### src/mlc_defines.svh
// offsets, field positions, reset values, lead-angle knee and all-bytes enable of the loop configuration registers
//
// Contract
// RULE1 - first register bit 3: adaptive voltage enable
// RULE2 - first register bit 2: dead-time compensation enable
// RULE3 - second register at 48h, resets zero
// RULE4 - bits 31:28 spin-down speed threshold table
// RULE5 - bits 27:24 brake speed threshold, same table
// RULE6 - bits 23:19 brake current limit table
// RULE7 - bits 18:14 lead angle, doubled above 15
// RULE8 - reserved bits: zero, spare bit read/write
`ifndef MLC_DEFINES_SVH
`define MLC_DEFINES_SVH

`define MLC_LOOP1_OFS 8'h44
`define MLC_LOOP2_OFS 8'h48
`define MLC_LOOP1_RST 3'h0
`define MLC_LOOP2_RST 18'h00000
`define MLC_AVS_BIT 3
`define MLC_DTC_BIT 2
`define MLC_SPARE_BIT 1
`define MLC_SPIN_HI 31
`define MLC_SPIN_LO 28
`define MLC_BRKSPD_HI 27
`define MLC_BRKSPD_LO 24
`define MLC_BRKCUR_HI 23
`define MLC_BRKCUR_LO 19
`define MLC_LEAD_HI 18
`define MLC_LEAD_LO 14
`define MLC_LEAD_KNEE 6'h0F
`define MLC_ALL_BYTES 4'hF

`endif

### src/mlc_pkg.sv
// types shared by the loop configuration register bank
package mlc_pkg;
   typedef logic [7:0] mlc_addr_t;
   typedef logic [31:0] mlc_word_t;
   typedef logic [3:0] mlc_be_t;
   // thresholds in tenths of a percent of full scale
   typedef logic [9:0] mlc_permille_t;
   typedef logic [5:0] mlc_degree_t;
endpackage

### src/mlc_regs.sv
// loop configuration register bank with an Avalon-MM slave port
`timescale 1ns/1ps
`default_nettype none
`include "mlc_defines.svh"

module mlc_regs
(
   // clock and reset
   input wire logic clock_i,
   input wire logic rst_b_i,
   // avalon-mm slave
   input wire mlc_pkg::mlc_addr_t avs_address_i,
   input wire logic avs_read_i,
   input wire logic avs_write_i,
   input wire mlc_pkg::mlc_word_t avs_writedata_i,
   input wire mlc_pkg::mlc_be_t avs_byteenable_i,
   output var mlc_pkg::mlc_word_t avs_readdata_o,
   output var logic avs_waitrequest_o,
   // raw fields
   output var logic adaptive_voltage_feature_enable_o,
   output var logic dead_time_comp_enable_o,
   output var logic [3:0] active_spindown_speed_limit_o,
   output var logic [3:0] brake_speed_limit_o,
   output var logic [4:0] brake_current_limit_o,
   output var logic [4:0] lead_angle_code_o,
   // decoded settings
   output var mlc_pkg::mlc_permille_t spindown_permille_o,
   output var mlc_pkg::mlc_permille_t brake_speed_permille_o,
   output var mlc_pkg::mlc_permille_t brake_current_permille_o,
   output var mlc_pkg::mlc_degree_t lead_angle_deg_o
);
   import mlc_pkg::*;

   // speed table shared by spin-down and brake speed thresholds
   function automatic mlc_permille_t speed_permille(input logic [3:0] code);
      mlc_permille_t v;
      v = 10'd0;
      unique case (code)
         4'h0: v = 10'd1000;
         4'h1: v = 10'd900;
         4'h2: v = 10'd800;
         4'h3: v = 10'd700;
         4'h4: v = 10'd600;
         4'h5: v = 10'd500;
         4'h6: v = 10'd450;
         4'h7: v = 10'd400;
         4'h8: v = 10'd350;
         4'h9: v = 10'd300;
         4'hA: v = 10'd250;
         4'hB: v = 10'd200;
         4'hC: v = 10'd150;
         4'hD: v = 10'd100;
         4'hE: v = 10'd50;
         4'hF: v = 10'd25;
      endcase
      return v;
   endfunction

   function automatic mlc_permille_t current_permille(input logic [4:0] code);
      mlc_permille_t v;
      v = 10'd0;
      unique case (code)
         5'h00: v = 10'd75;
         5'h01: v = 10'd80;
         5'h02: v = 10'd85;
         5'h03: v = 10'd90;
         5'h04: v = 10'd95;
         5'h05: v = 10'd100;
         5'h06: v = 10'd110;
         5'h07: v = 10'd120;
         5'h08: v = 10'd130;
         5'h09: v = 10'd140;
         5'h0A: v = 10'd150;
         5'h0B: v = 10'd160;
         5'h0C: v = 10'd170;
         5'h0D: v = 10'd180;
         5'h0E: v = 10'd200;
         5'h0F: v = 10'd225;
         5'h10: v = 10'd250;
         5'h11: v = 10'd275;
         5'h12: v = 10'd300;
         5'h13: v = 10'd350;
         5'h14: v = 10'd400;
         5'h15: v = 10'd450;
         5'h16: v = 10'd500;
         5'h17: v = 10'd550;
         5'h18: v = 10'd600;
         5'h19: v = 10'd700;
         5'h1A: v = 10'd750;
         5'h1B: v = 10'd800;
         5'h1C: v = 10'd850;
         5'h1D: v = 10'd900;
         5'h1E: v = 10'd950;
         5'h1F: v = 10'd1000;
      endcase
      return v;
   endfunction

   function automatic mlc_degree_t lead_degrees(input logic [4:0] code);
      mlc_degree_t v;
      v = {1'b0, code};
      if (v > `MLC_LEAD_KNEE)
      begin
         v = 6'({code, 1'b0}) - `MLC_LEAD_KNEE;
      end
      return v;
   endfunction

   function automatic mlc_word_t merge_bytes(input mlc_word_t old, input mlc_word_t wd,
                                             input mlc_be_t be);
      mlc_word_t v;
      v = old;
      for (int b = 0; b < 4; b++)
      begin
         if (be[b])
         begin
            v[8*b +: 8] = wd[8*b +: 8];
         end
      end
      return v;
   endfunction

   logic [2:0] cfg1_q;
   logic [2:0] cfg1_d;
   logic [17:0] cfg2_q;
   logic [17:0] cfg2_d;
   logic waitreq_q;
   mlc_word_t rdata_q;

   // one wait cycle: the request is answered on the second edge it is seen
   wire req = avs_read_i | avs_write_i;
   wire ack = req & ~waitreq_q;
   wire hit1 = (avs_address_i == `MLC_LOOP1_OFS);
   wire hit2 = (avs_address_i == `MLC_LOOP2_OFS); // RULE3
   // reserved bits below the lead angle always read zero
   wire mlc_word_t view1 = {28'h0000000, cfg1_q, 1'b0};
   wire mlc_word_t view2 = {cfg2_q, 14'h0000}; // RULE8
   wire mlc_word_t view = hit1 ? view1 : (hit2 ? view2 : 32'h00000000);
   wire mlc_word_t merged1 = merge_bytes(view1, avs_writedata_i, avs_byteenable_i);
   wire mlc_word_t merged2 = merge_bytes(view2, avs_writedata_i, avs_byteenable_i);
   wire wr_commit = ack & avs_write_i;

   assign cfg1_d = (wr_commit & hit1) ? merged1[`MLC_AVS_BIT:`MLC_SPARE_BIT] : cfg1_q; // RULE1 RULE2
   assign cfg2_d = (wr_commit & hit2) ? merged2[`MLC_SPIN_HI:`MLC_LEAD_LO] : cfg2_q; // RULE4

   always_ff @(posedge clock_i)
   begin
      if (!rst_b_i)
      begin
         cfg1_q <= `MLC_LOOP1_RST; // RULE1 RULE2 RULE8
         cfg2_q <= `MLC_LOOP2_RST; // RULE3
         waitreq_q <= 1'b1;
         rdata_q <= 32'h00000000;
      end
      else
      begin
         cfg1_q <= cfg1_d;
         cfg2_q <= cfg2_d;
         waitreq_q <= ~(req & waitreq_q);
         rdata_q <= (req & waitreq_q) ? view : rdata_q;
      end
   end

   // decoded outputs follow the next register value so they change on the write edge
   always_ff @(posedge clock_i)
   begin
      if (!rst_b_i)
      begin
         spindown_permille_o <= 10'd1000;
         brake_speed_permille_o <= 10'd1000;
         brake_current_permille_o <= 10'd75;
         lead_angle_deg_o <= 6'h00;
      end
      else
      begin
         spindown_permille_o <= speed_permille(cfg2_d[17:14]); // RULE4
         brake_speed_permille_o <= speed_permille(cfg2_d[13:10]); // RULE5
         brake_current_permille_o <= current_permille(cfg2_d[9:5]); // RULE6
         lead_angle_deg_o <= lead_degrees(cfg2_d[4:0]); // RULE7
      end
   end

   assign avs_readdata_o = rdata_q;
   assign avs_waitrequest_o = waitreq_q;
   assign adaptive_voltage_feature_enable_o = cfg1_q[2]; // RULE1
   assign dead_time_comp_enable_o = cfg1_q[1]; // RULE2
   assign active_spindown_speed_limit_o = cfg2_q[17:14]; // RULE4
   assign brake_speed_limit_o = cfg2_q[13:10]; // RULE5
   assign brake_current_limit_o = cfg2_q[9:5]; // RULE6
   assign lead_angle_code_o = cfg2_q[4:0]; // RULE7
endmodule
`default_nettype wire

### config.mk
export PLATFORM = sky130hd
export DESIGN_NAME = mlc_regs
export DESIGN_NICKNAME = d
export VERILOG_FILES = /design/src/mlc_pkg.sv /design/src/mlc_regs.sv
export VERILOG_INCLUDE_DIRS = /design/src
export SDC_FILE = /design/constraint.sdc
export NUM_CORES = 1
export LEC_CHECK = 0
export BUFFER_PORTS_ARGS = -buffer_cell sky130_fd_sc_hd__buf_2
export CORE_UTILIZATION = 56
export CTS_CLUSTER_SIZE = 12
export DETAILED_ROUTE_END_ITERATION = 8
export PLACE_DENSITY = 0.87
export SLEW_MARGIN = 20
export SYNTH_ARGS = -nofsm -noshare
export SYNTH_HDL_FRONTEND = slang
export SYNTH_SLANG_ARGS = --single-unit
### constraint.sdc
create_clock -name clock_i -period 6.3 [get_ports clock_i]
set_input_delay 0.315 -clock clock_i [delete_from_list [all_inputs] [get_ports clock_i]]
set_output_delay 0.315 -clock clock_i [all_outputs]
set_load 0.02 [all_outputs]
==> results.yml, run 1 <==
die:
  rows: 31
  die-area_um2: 8130
  die_x_um: 90.2
  coreArea_um2: 7370
  dieHeight_um: 90.2
  io_pins: 137
  start_util_pct: 59.1
synthesis:
  synth_cell_type_count: 71
  synth_area_per_cell_um2: 9.03
  synth_top_area_share_pct: 36.3
  ys_warn_count: 0
  yosys.area.top_type: "dfxtp_1"
  synthFlopType: "dfxtp_1"
  synth_xor_area_share_pct: 0
  syn_area_um2: 4350
  synth-compound-area-share_pct: 18.2
  ys_seq_elements: 79
  synth_top_family_by_area: "simple AND/OR/NAND/NOR gates"
  synthAdderAreaFrac_pct: 7.19
  synthMuxAreaShare_pct: 9.57
  synthArstFlopShare_pct: 0
  synth-edff-count: 0
  syn_inst: 482
  yosys.area_share.simple_pct: 21.9
  yosysSeqAreaShare_pct: 36.3
  synthTopCellsByArea: "dfxtp_1, ha_1, mux2i_1, nor2_1, a22oi_1"
cells_and_area:
  area_growth_pct: 17.6
  final_cell_mix: "buf_2, dfxtp_1, nor2_1, mux2i_1, inv_1"
  nNetsFinal: 657
  diodes: 0
  post_route_cells_drive_above_1_share_pct: 27.3
  layout_commonest_cell: "buf_2"
  stdcell_count: 688
clock_network:
  cts_buffers: 9
  cts_tree: "yes"
  cts.htree.levels: 3
  hold_buffers: 0
  cts_setup_buffers: 0
  cts_buffer_depth: 2
  cts_resized: 0
  clock_latency_ns: 0.36
  cts_num_sinks: 79
  clkTransAtPathRegs_ns: 0.09
  root_buffer: "clkbuf_8"
timing:
  hold_viol_final: 0
  setup_viol: 0
  worst_slew_pin_slew_ns: 0.988
  relSlewSlack_pct: 32.3
  finalClockSkew_ns: 0.00564
  period_share_pct: 57.7
  max_freq_ghz: 0.275
  slew_violations: 0
  min_period_ns: 3.63
  fin_setup_tns_ns: 0
  rsz0062_at_grt: "false"
worst_hold_path:
  hp-class: "primary input to flop"
job:
  drv_cap: 0
drt:
  ant_nets: 0
  wl_per_cell_um: 17.4
  drc: 0
  vias_per_cell: 6.03
  drt-initial-drc-count: 319
  first_pass_iters: 5
  vias: 4152
  routed_wl_um: 12000
pwr:
  total_power_mw: 0.961
  p_leak_nw: 2.46
  p_per_area_nw_per_um2: 188
  irDropWorstVdd_mv: 0.203
placement:
  hpwl_um: 8570
  io_buffer_count: 114
  place_inst: 672
  place_congestion: 1.01
worst_setup_path:
  critPathMaxFanout: 14
  setup.worst_path.start_class: "flop"
  crit_required_ns: 6.60
  arrival_ns: 3.93
  crit_type: "flop to flop"
  cp-end-kind: "flop"
global_routing:
  grt_pass1_vias: 3925
  grt_pass1_wl_um: 19100
  grt_start_max_net_pins: 41
  overflow: 0
  grt_usage_pct: 29.1
  antenna_found_initial: 0
outcome:
  outcome: "completed"
## per-stage QoR
step                      util (%)  setup WS, ns  hold slack [ns]  area (um2)
after floorplan                  -          3.35            0.459        4390
after global placement        66.5          2.83            0.482        4900
after detailed placement      66.5          2.71            0.484        4900
after CTS                     69.4          2.74            0.181        5120
after global routing          69.5          2.51            0.201        5120
final                         69.5          2.67            0.195        5120
## kinds of logic (layout without fill, tap and decap cells)
logic type / count (synthesis) / after routing
AOI/OAI and AO/OA: 110 / 110
other: 1 / 11
adders and majority gates: 25 / 25
muxes: 39 / 39
DFF: 79 / 79
and+or+nand+nor: 167 / 167
buffers and inverters: 61 / 158
## metal layers
layer,vias to the layer above,wire (um),global-route usage [%]
met1,1940,4610,33.7
met2,235,6020,51.3
met4,0,365,13.0
met3,44,970,6.01
li1,1933,-,-
met5,-,0,0
## Yosys cell counts, types with 5 or more instances
| cell type | count |
|---|---|
| a31oi_1 | 5 |
| mux2i_1 | 29 |
| nor2b_1 | 6 |
| inv_1 | 27 |
| nor3_1 | 8 |
| nand4_1 | 5 |
| buf_4 | 12 |
| nand3_1 | 9 |
| a21oi_1 | 15 |
| nand2b_1 | 6 |
| o211ai_1 | 15 |
| ha_1 | 25 |
| nand2_1 | 26 |
| mux2_2 | 7 |
| nor2_1 | 58 |
| dfxtp_1 | 79 |
| and3_1 | 5 |
| o21ai_0 | 16 |
| a22oi_1 | 22 |
| clkbuf_1 | 15 |
## power by group
group / switching [mW] / internal (mW) / leakage, nW
combinational: 0.0413 / 0.0173 / 1.72
sequential: 0.00109 / 0.499 / 0.637
clock: 0.202 / 0.200 / 0.105
## critical path, cell delays in order (launching register included)
cell	delay, ns
dfxtp_1	0.39
nor4b_2	0.53
nand3_1	0.53
a21oi_1	0.58
inv_1	0.18
ha_1	0.27
nand2b_1	0.15
a2111oi_0	0.46
nor2_1	0.11
o21ai_0	0.17
o311a_1	0.19
## state kept, by name (all words and copies together) (netlist names)
name / flops
brake_current_permille_o: 10
cfg2_q: 18
avs_readdata_o: 21
spindown_permille_o: 10
brake_speed_permille_o: 10
cfg1_q: 3
avs_waitrequest_o: 1
lead_angle_deg_o: 6
## area by class of cell
cell class	instances	area [um2]
multi-input combinational	352	2520
fill	619	2250
sequential	79	1580
timing repair buffer	115	578
clock buffer	10	138
tap	99	124
inverter	27	101
clock inverter	6	75.1
## path summary, 6_finish.rpt
path	startpoint	to	slack (ns)	depth (start not counted)
hold reg to reg	cfg1_q[0]	cfg1_q[0]	0.50	2
hold / removal	avs_writedata_i[3]	cfg1_q[2]	0.20	3
setup reg to reg	avs_waitrequest_o	brake_current_permille_o[7]	2.67	10
setup / recovery	avs_waitrequest_o	brake_current_permille_o[7]	2.67	10
(Power assumes the default switching activity.)
==> run 2: changes to the inputs <==
--- a/config.mk
+++ b/config.mk
@@ -7,10 +7,10 @@
 export NUM_CORES = 1
 export LEC_CHECK = 0
 export BUFFER_PORTS_ARGS = -buffer_cell sky130_fd_sc_hd__buf_2
-export CORE_UTILIZATION = 56
+export CORE_UTILIZATION = 52
 export CTS_CLUSTER_SIZE = 12
 export DETAILED_ROUTE_END_ITERATION = 8
-export PLACE_DENSITY = 0.87
+export PLACE_DENSITY = 0.81
 export SLEW_MARGIN = 20
 export SYNTH_ARGS = -nofsm -noshare
 export SYNTH_HDL_FRONTEND = slang
==> constraint.sdc (replaced) <==
create_clock -name clock_i -period 3.39 [get_ports clock_i]
set_input_delay 0.1695 -clock clock_i [delete_from_list [all_inputs] [get_ports clock_i]]
set_output_delay 0.1695 -clock clock_i [all_outputs]
set_load 0.02 [all_outputs]
==> run 2 against run 1 <==
Compared with the run above:
- cell area rose by 2.6%
- via count fell by 1.6%
- clock power rose by 110%
- clock-buffer cell count fell by 1
- routed wire length fell by 0.74%
- global-route usage fell by 0.74 points
- clock skew rose by 0.0011 ns
- register-to-register slack got worse by 2.4 ns
- non-clock buffer count rose by 14
- critical endpoint is now brake_current_permille_o[1]
- largest cell class unchanged
- highest routed layer unchanged
==> results.yml, run 2 (synthesis gave the netlist of run 1 again) <==
outcome:
  outcome: "completed"
worst_setup_path:
  cp-end-kind: "flop"
  critPathMaxFanout: 7
  crit_start: "avs_waitrequest_o"
  cp-endpoint: "brake_current_permille_o[1]"
  worstReg2RegStart: "avs_waitrequest_o"
  crit_type: "flop to flop"
  arrival_ns: 3.34
  r2r_end: "brake_current_permille_o[1]"
  crit_required_ns: 3.61
  r2r_setup_slack_ns: 0.27
  setup.worst_path.start_class: "flop"
  rr_worst_depth: 8
drt:
  drt-initial-drc-count: 262
  dr.max_layer_used: "met4"
  wl_met3_um: 940
  vias: 4085
  drt-met1-wl_um: 4880
  vias_per_cell: 5.77
  drc: 0
  met2WireLength_um: 5810
  ant_nets: 0
  first_pass_iters: 5
  routed_wl_um: 11900
  wl_per_cell_um: 16.8
clock_network:
  root_buffer: "clkbuf_8"
  cts_setup_buffers: 0
  cts_buffer_depth: 2
  hold_buffers: 0
  cts_resized: 0
  cts_num_sinks: 79
  clock_latency_ns: 0.36
  cts_buffers: 9
  clkTransAtPathRegs_ns: 0.09
  cts.htree.levels: 3
  cts_tree: "yes"
global_routing:
  overflow: 0
  grt_pass1_vias: 3932
  grt_pass1_wl_um: 19400
  grt_usage_pct: 28.3
  grt_start_max_net_pins: 31
  antenna_found_initial: 0
placement:
  place_inst: 692
  io_buffer_count: 114
  place_congestion: 0.972
  hpwl_um: 8650
pwr:
  internal-power_mw: 1.39
  p_leak_nw: 2.54
  total_power_mw: 1.88
  p_per_area_nw_per_um2: 358
  netSwitchingFraction_pct: 25.9
  seq_power_share_pct: 49.4
  irDropWorstVdd_mv: 0.200
  clock_power_share_pct: 44.6
  p_switching_mw: 0.487
  combPwrFrac_pct: 6.0
die:
  dieHeight_um: 93.5
  io_pins: 137
  rows: 33
  coreArea_um2: 8180
  die_x_um: 93.5
  die-area_um2: 8740
  start_util_pct: 53.2
cells_and_area:
  diodes: 0
  post_route_cells_drive_above_1_share_pct: 28.9
  layout_commonest_cell: "buf_2"
  final_cell_mix: "buf_2, dfxtp_1, nor2_1, mux2i_1, inv_1"
  stdcell_count: 708
  nNetsFinal: 671
  fillers: 703
  area_growth_pct: 20.7
  largest_register_ffs: 21
timing:
  rsz0062_at_grt: "false"
  worst_slew_pin_slew_ns: 0.802
  hold_viol_final: 0
  relSlewSlack_pct: 45.1
  min_period_ns: 3.12
  finalClockSkew_ns: 0.00669
  slew_violations: 0
  max_freq_ghz: 0.320
  fin_setup_tns_ns: 0
  period_share_pct: 92.1
  setup_viol: 0
worst_hold_path:
  hp-class: "primary input to flop"
job:
  drv_cap: 0
## run 2: changes by cell type in the layout (fill, tap and decap cells not counted), sizes merged
| cell | before | now |
|---|---|---|
| bufinv | 1 | 2 |
| buf | 115 | 129 |
| clkbuf | 10 | 9 |
## run 2: critical path, stage by stage (launching register included)
cell and delay (ns):
dfxtp_1 0.39, or4b_4 0.61, nor3_4 0.21, mux2_2 0.42
ha_1 0.27, o211ai_1 0.17, mux2i_1 0.09, a2111oi_0 0.74
a31oi_1 0.07
## run 2: worst min-delay path by stage
stage	from	endpoint	slack, ns	cells past startpoint
4_1_cts	avs_writedata_i[2]	cfg1_q[1]	0.03	3
6_report	avs_writedata_i[2]	cfg1_q[1]	0.04	3
3_3_place_gp	avs_writedata_i[3]	cfg1_q[2]	0.41	3
5_1_grt	avs_writedata_i[2]	cfg1_q[1]	0.04	3
3_5_place_dp	avs_writedata_i[2]	cfg1_q[1]	0.42	3
2_1_floorplan	avs_writedata_i[1]	cfg1_q[0]	0.31	2
## run 2: cell type report
cell class / instances / area (um2) / share of cell area (%)
multi-input combinational: 352 / 2520 / 48.0
sequential: 79 / 1580 / 30.1
timing repair buffer: 129 / 683 / 13.0
tap: 105 / 131 / 2.50
clock buffer: 9 / 124 / 2.36
clock inverter: 7 / 113 / 2.14
inverter: 27 / 101 / 1.93
## run 2: per-stage QoR
step / setup WS, ns / utilization (%) / hold slack [ns] / area, um2
finish: 0.268 / 64.2 / 0.0415 / 5250
global route: 0.138 / 64.2 / 0.0406 / 5250
global placement: 0.420 / 61.4 / 0.405 / 5020
CTS: 0.384 / 64.2 / 0.0297 / 5250
detailed placement: 0.402 / 61.4 / 0.415 / 5020
floorplan: 0.436 / - / 0.313 / 4390
## run 2: per-layer routing
metal  up-vias  GRT usage, %
li1       1965             -
met1      1916          34.4
met5         -             0
met3        22          7.15
met2       182          47.7
met4         0          11.3
## run 2: power by group through the flow
| stage | combinational, mW | clock [mW] | sequential [mW] |
|---|---|---|---|
| final | 0.112 | 0.839 | 0.930 |
| after global routing | 0.121 | 0.888 | 0.931 |
| after floorplan | 0.0678 | 0 | 0.953 |
| after global placement | 0.108 | 0 | 0.952 |
| after CTS | 0.110 | 0.850 | 0.930 |
| after detailed placement | 0.109 | 0 | 0.952 |
==> run 3: changes to the inputs <==
--- a/config.mk
+++ b/config.mk
@@ -11,6 +11,7 @@
 export CTS_CLUSTER_SIZE = 12
 export DETAILED_ROUTE_END_ITERATION = 8
 export PLACE_DENSITY = 0.81
+export REMOVE_ABC_BUFFERS = 1
 export SLEW_MARGIN = 20
 export SYNTH_ARGS = -nofsm -noshare
 export SYNTH_HDL_FRONTEND = slang
==> run 3 against run 2 <==
Compared with the run above:
- register-to-register slack gained 0.06 ns
- total power shrank 0.91%
- fmax grew 1.8%
- clock power shrank 2%
- clock skew grew 0.0049 ns
- utilization shrank 0.17 points
- critical endpoint is now brake_current_permille_o[7]
- non-clock buffer count shrank 1
- cell area shrank 0.26%
- via count grew 1.6%
- routed wire length grew 0.79%
- critical path depth grew 2
- final cell count shrank 0.14%
==> results.yml, run 3 (synthesis gave the netlist of run 1 again) <==
outcome:
  outcome: "completed"
global_routing:
  grt_pass1_wl_um: 19200
  overflow: 0
  grt_usage_pct: 28.0
  grt_start_max_net_pins: 45
  antenna_found_initial: 0
  grt_pass1_vias: 3953
die:
  dieHeight_um: 93.5
  io_pins: 137
  die_x_um: 93.5
  start_util_pct: 53.2
  rows: 33
  die-area_um2: 8740
  coreArea_um2: 8180
cells_and_area:
  post_route_cells_drive_above_1_share_pct: 28.6
  diodes: 0
  fillers: 710
  area_growth_pct: 20.4
  nNetsFinal: 670
  layout_commonest_cell: "buf_2"
  largest_register_ffs: 21
  final_cell_mix: "buf_2, dfxtp_1, nor2_1, mux2i_1, inv_1"
  utilization_pct: 64.1
timing:
  period_share_pct: 90.5
  min_period_ns: 3.07
  max_freq_ghz: 0.326
  slew_violations: 0
  relSlewSlack_pct: 57.1
  rsz0062_at_grt: "false"
  fin_setup_tns_ns: 0
  hold_viol_final: 0
  finalClockSkew_ns: 0.0116
  worst_slew_pin_slew_ns: 0.640
  setup_viol: 0
worst_setup_path:
  crit_start: "avs_waitrequest_o"
  critPathMaxFanout: 7
  arrival_ns: 3.37
  setup.worst_path.start_class: "flop"
  worstReg2RegStart: "avs_waitrequest_o"
  crit_required_ns: 3.69
  crit_type: "flop to flop"
  cp-end-kind: "flop"
pwr:
  irDropWorstVdd_mv: 0.277
  p_per_area_nw_per_um2: 356
  p_leak_nw: 2.53
  total_power_mw: 1.86
clock_network:
  cts_buffer_depth: 2
  clock_latency_ns: 0.36
  hold_buffers: 0
  cts_buffers: 9
  cts_setup_buffers: 0
  clkTransAtPathRegs_ns: 0.09
  cts_tree: "yes"
  cts_num_sinks: 79
  cts_resized: 0
  cts.htree.levels: 3
  root_buffer: "clkbuf_8"
placement:
  place_congestion: 0.947
  io_buffer_count: 114
  hpwl_um: 8640
drt:
  wl_per_cell_um: 16.9
  drc: 0
  drt-initial-drc-count: 287
  vias_per_cell: 5.87
  first_pass_iters: 5
  routed_wl_um: 12000
  ant_nets: 0
  vias: 4150
worst_hold_path:
  hp-class: "primary input to flop"
  min_from: "avs_writedata_i[2]"
job:
  drv_cap: 0
==> run 3: changes by cell type in the layout (fill, tap and decap cells not counted), sizes merged <==
cell / previous run / this run
clkbuf: 9 / 11
buf: 129 / 128
clkinvlp: 1 / 0
inv: 30 / 29
==> run 3: power breakdown <==
group          leakage, nW  total, mW  internal [mW]  switching, mW
Sequential           0.637      0.930          0.928        0.00190
Combinational         1.78      0.114         0.0350         0.0786
Clock                0.116      0.821          0.445          0.376
Total                 2.53       1.86           1.41          0.456
==> run 3: stage by stage <==
| stage | std cells | hold WS (ns) | worst slack (ns) | area [um2] |
|---|---|---|---|---|
| global placement | 691 | 0.401 | 0.473 | 5010 |
| CTS | 707 | 0.0503 | 0.322 | 5240 |
| floorplan | 458 | 0.231 | 0.370 | 4200 |
| detailed placement | 691 | 0.422 | 0.338 | 5010 |
| finish | 707 | 0.0507 | 0.324 | 5240 |
| global route | 707 | 0.0564 | 0.0524 | 5240 |
==> run 3: final timing paths <==
| kind | endpoint | slack (ns) | cells past startpoint |
|---|---|---|---|
| hold / removal | cfg1_q[1] | 0.05 | 3 |
| setup reg to reg | brake_current_permille_o[7] | 0.32 | 10 |
| hold reg to reg | avs_readdata_o[18] | 0.52 | 2 |
| setup / recovery | brake_current_permille_o[7] | 0.32 | 10 |
==> run 3: metal layers <==
metal  share of wire (%)  GRT usage (%)
met5                   0              0
met4                 2.1           11.0
met3                 7.3           5.20
met2                  49           47.9
met1                  41           34.7
==> run 3: critical path, cell delays in order, from the launching register on <==
cell and delay, ns:
dfxtp_1 0.38, or4b_4 0.61, nor3_4 0.20, mux2_2 0.42, inv_1 0.19, ha_1 0.27
nand2b_1 0.08, a2111oi_0 0.43, nor2_1 0.08, o21ai_0 0.16, o311a_1 0.19
==> run 3: layout make-up <==
class / count / area (um2) / share of cell area, %
clock buffer: 11 / 141 / 2.70
clock inverter: 5 / 88.8 / 1.70
inverter: 27 / 101 / 1.93
multi-input combinational: 352 / 2520 / 48.1
sequential: 79 / 1580 / 30.2
tap: 105 / 131 / 2.51
timing repair buffer: 128 / 676 / 12.9
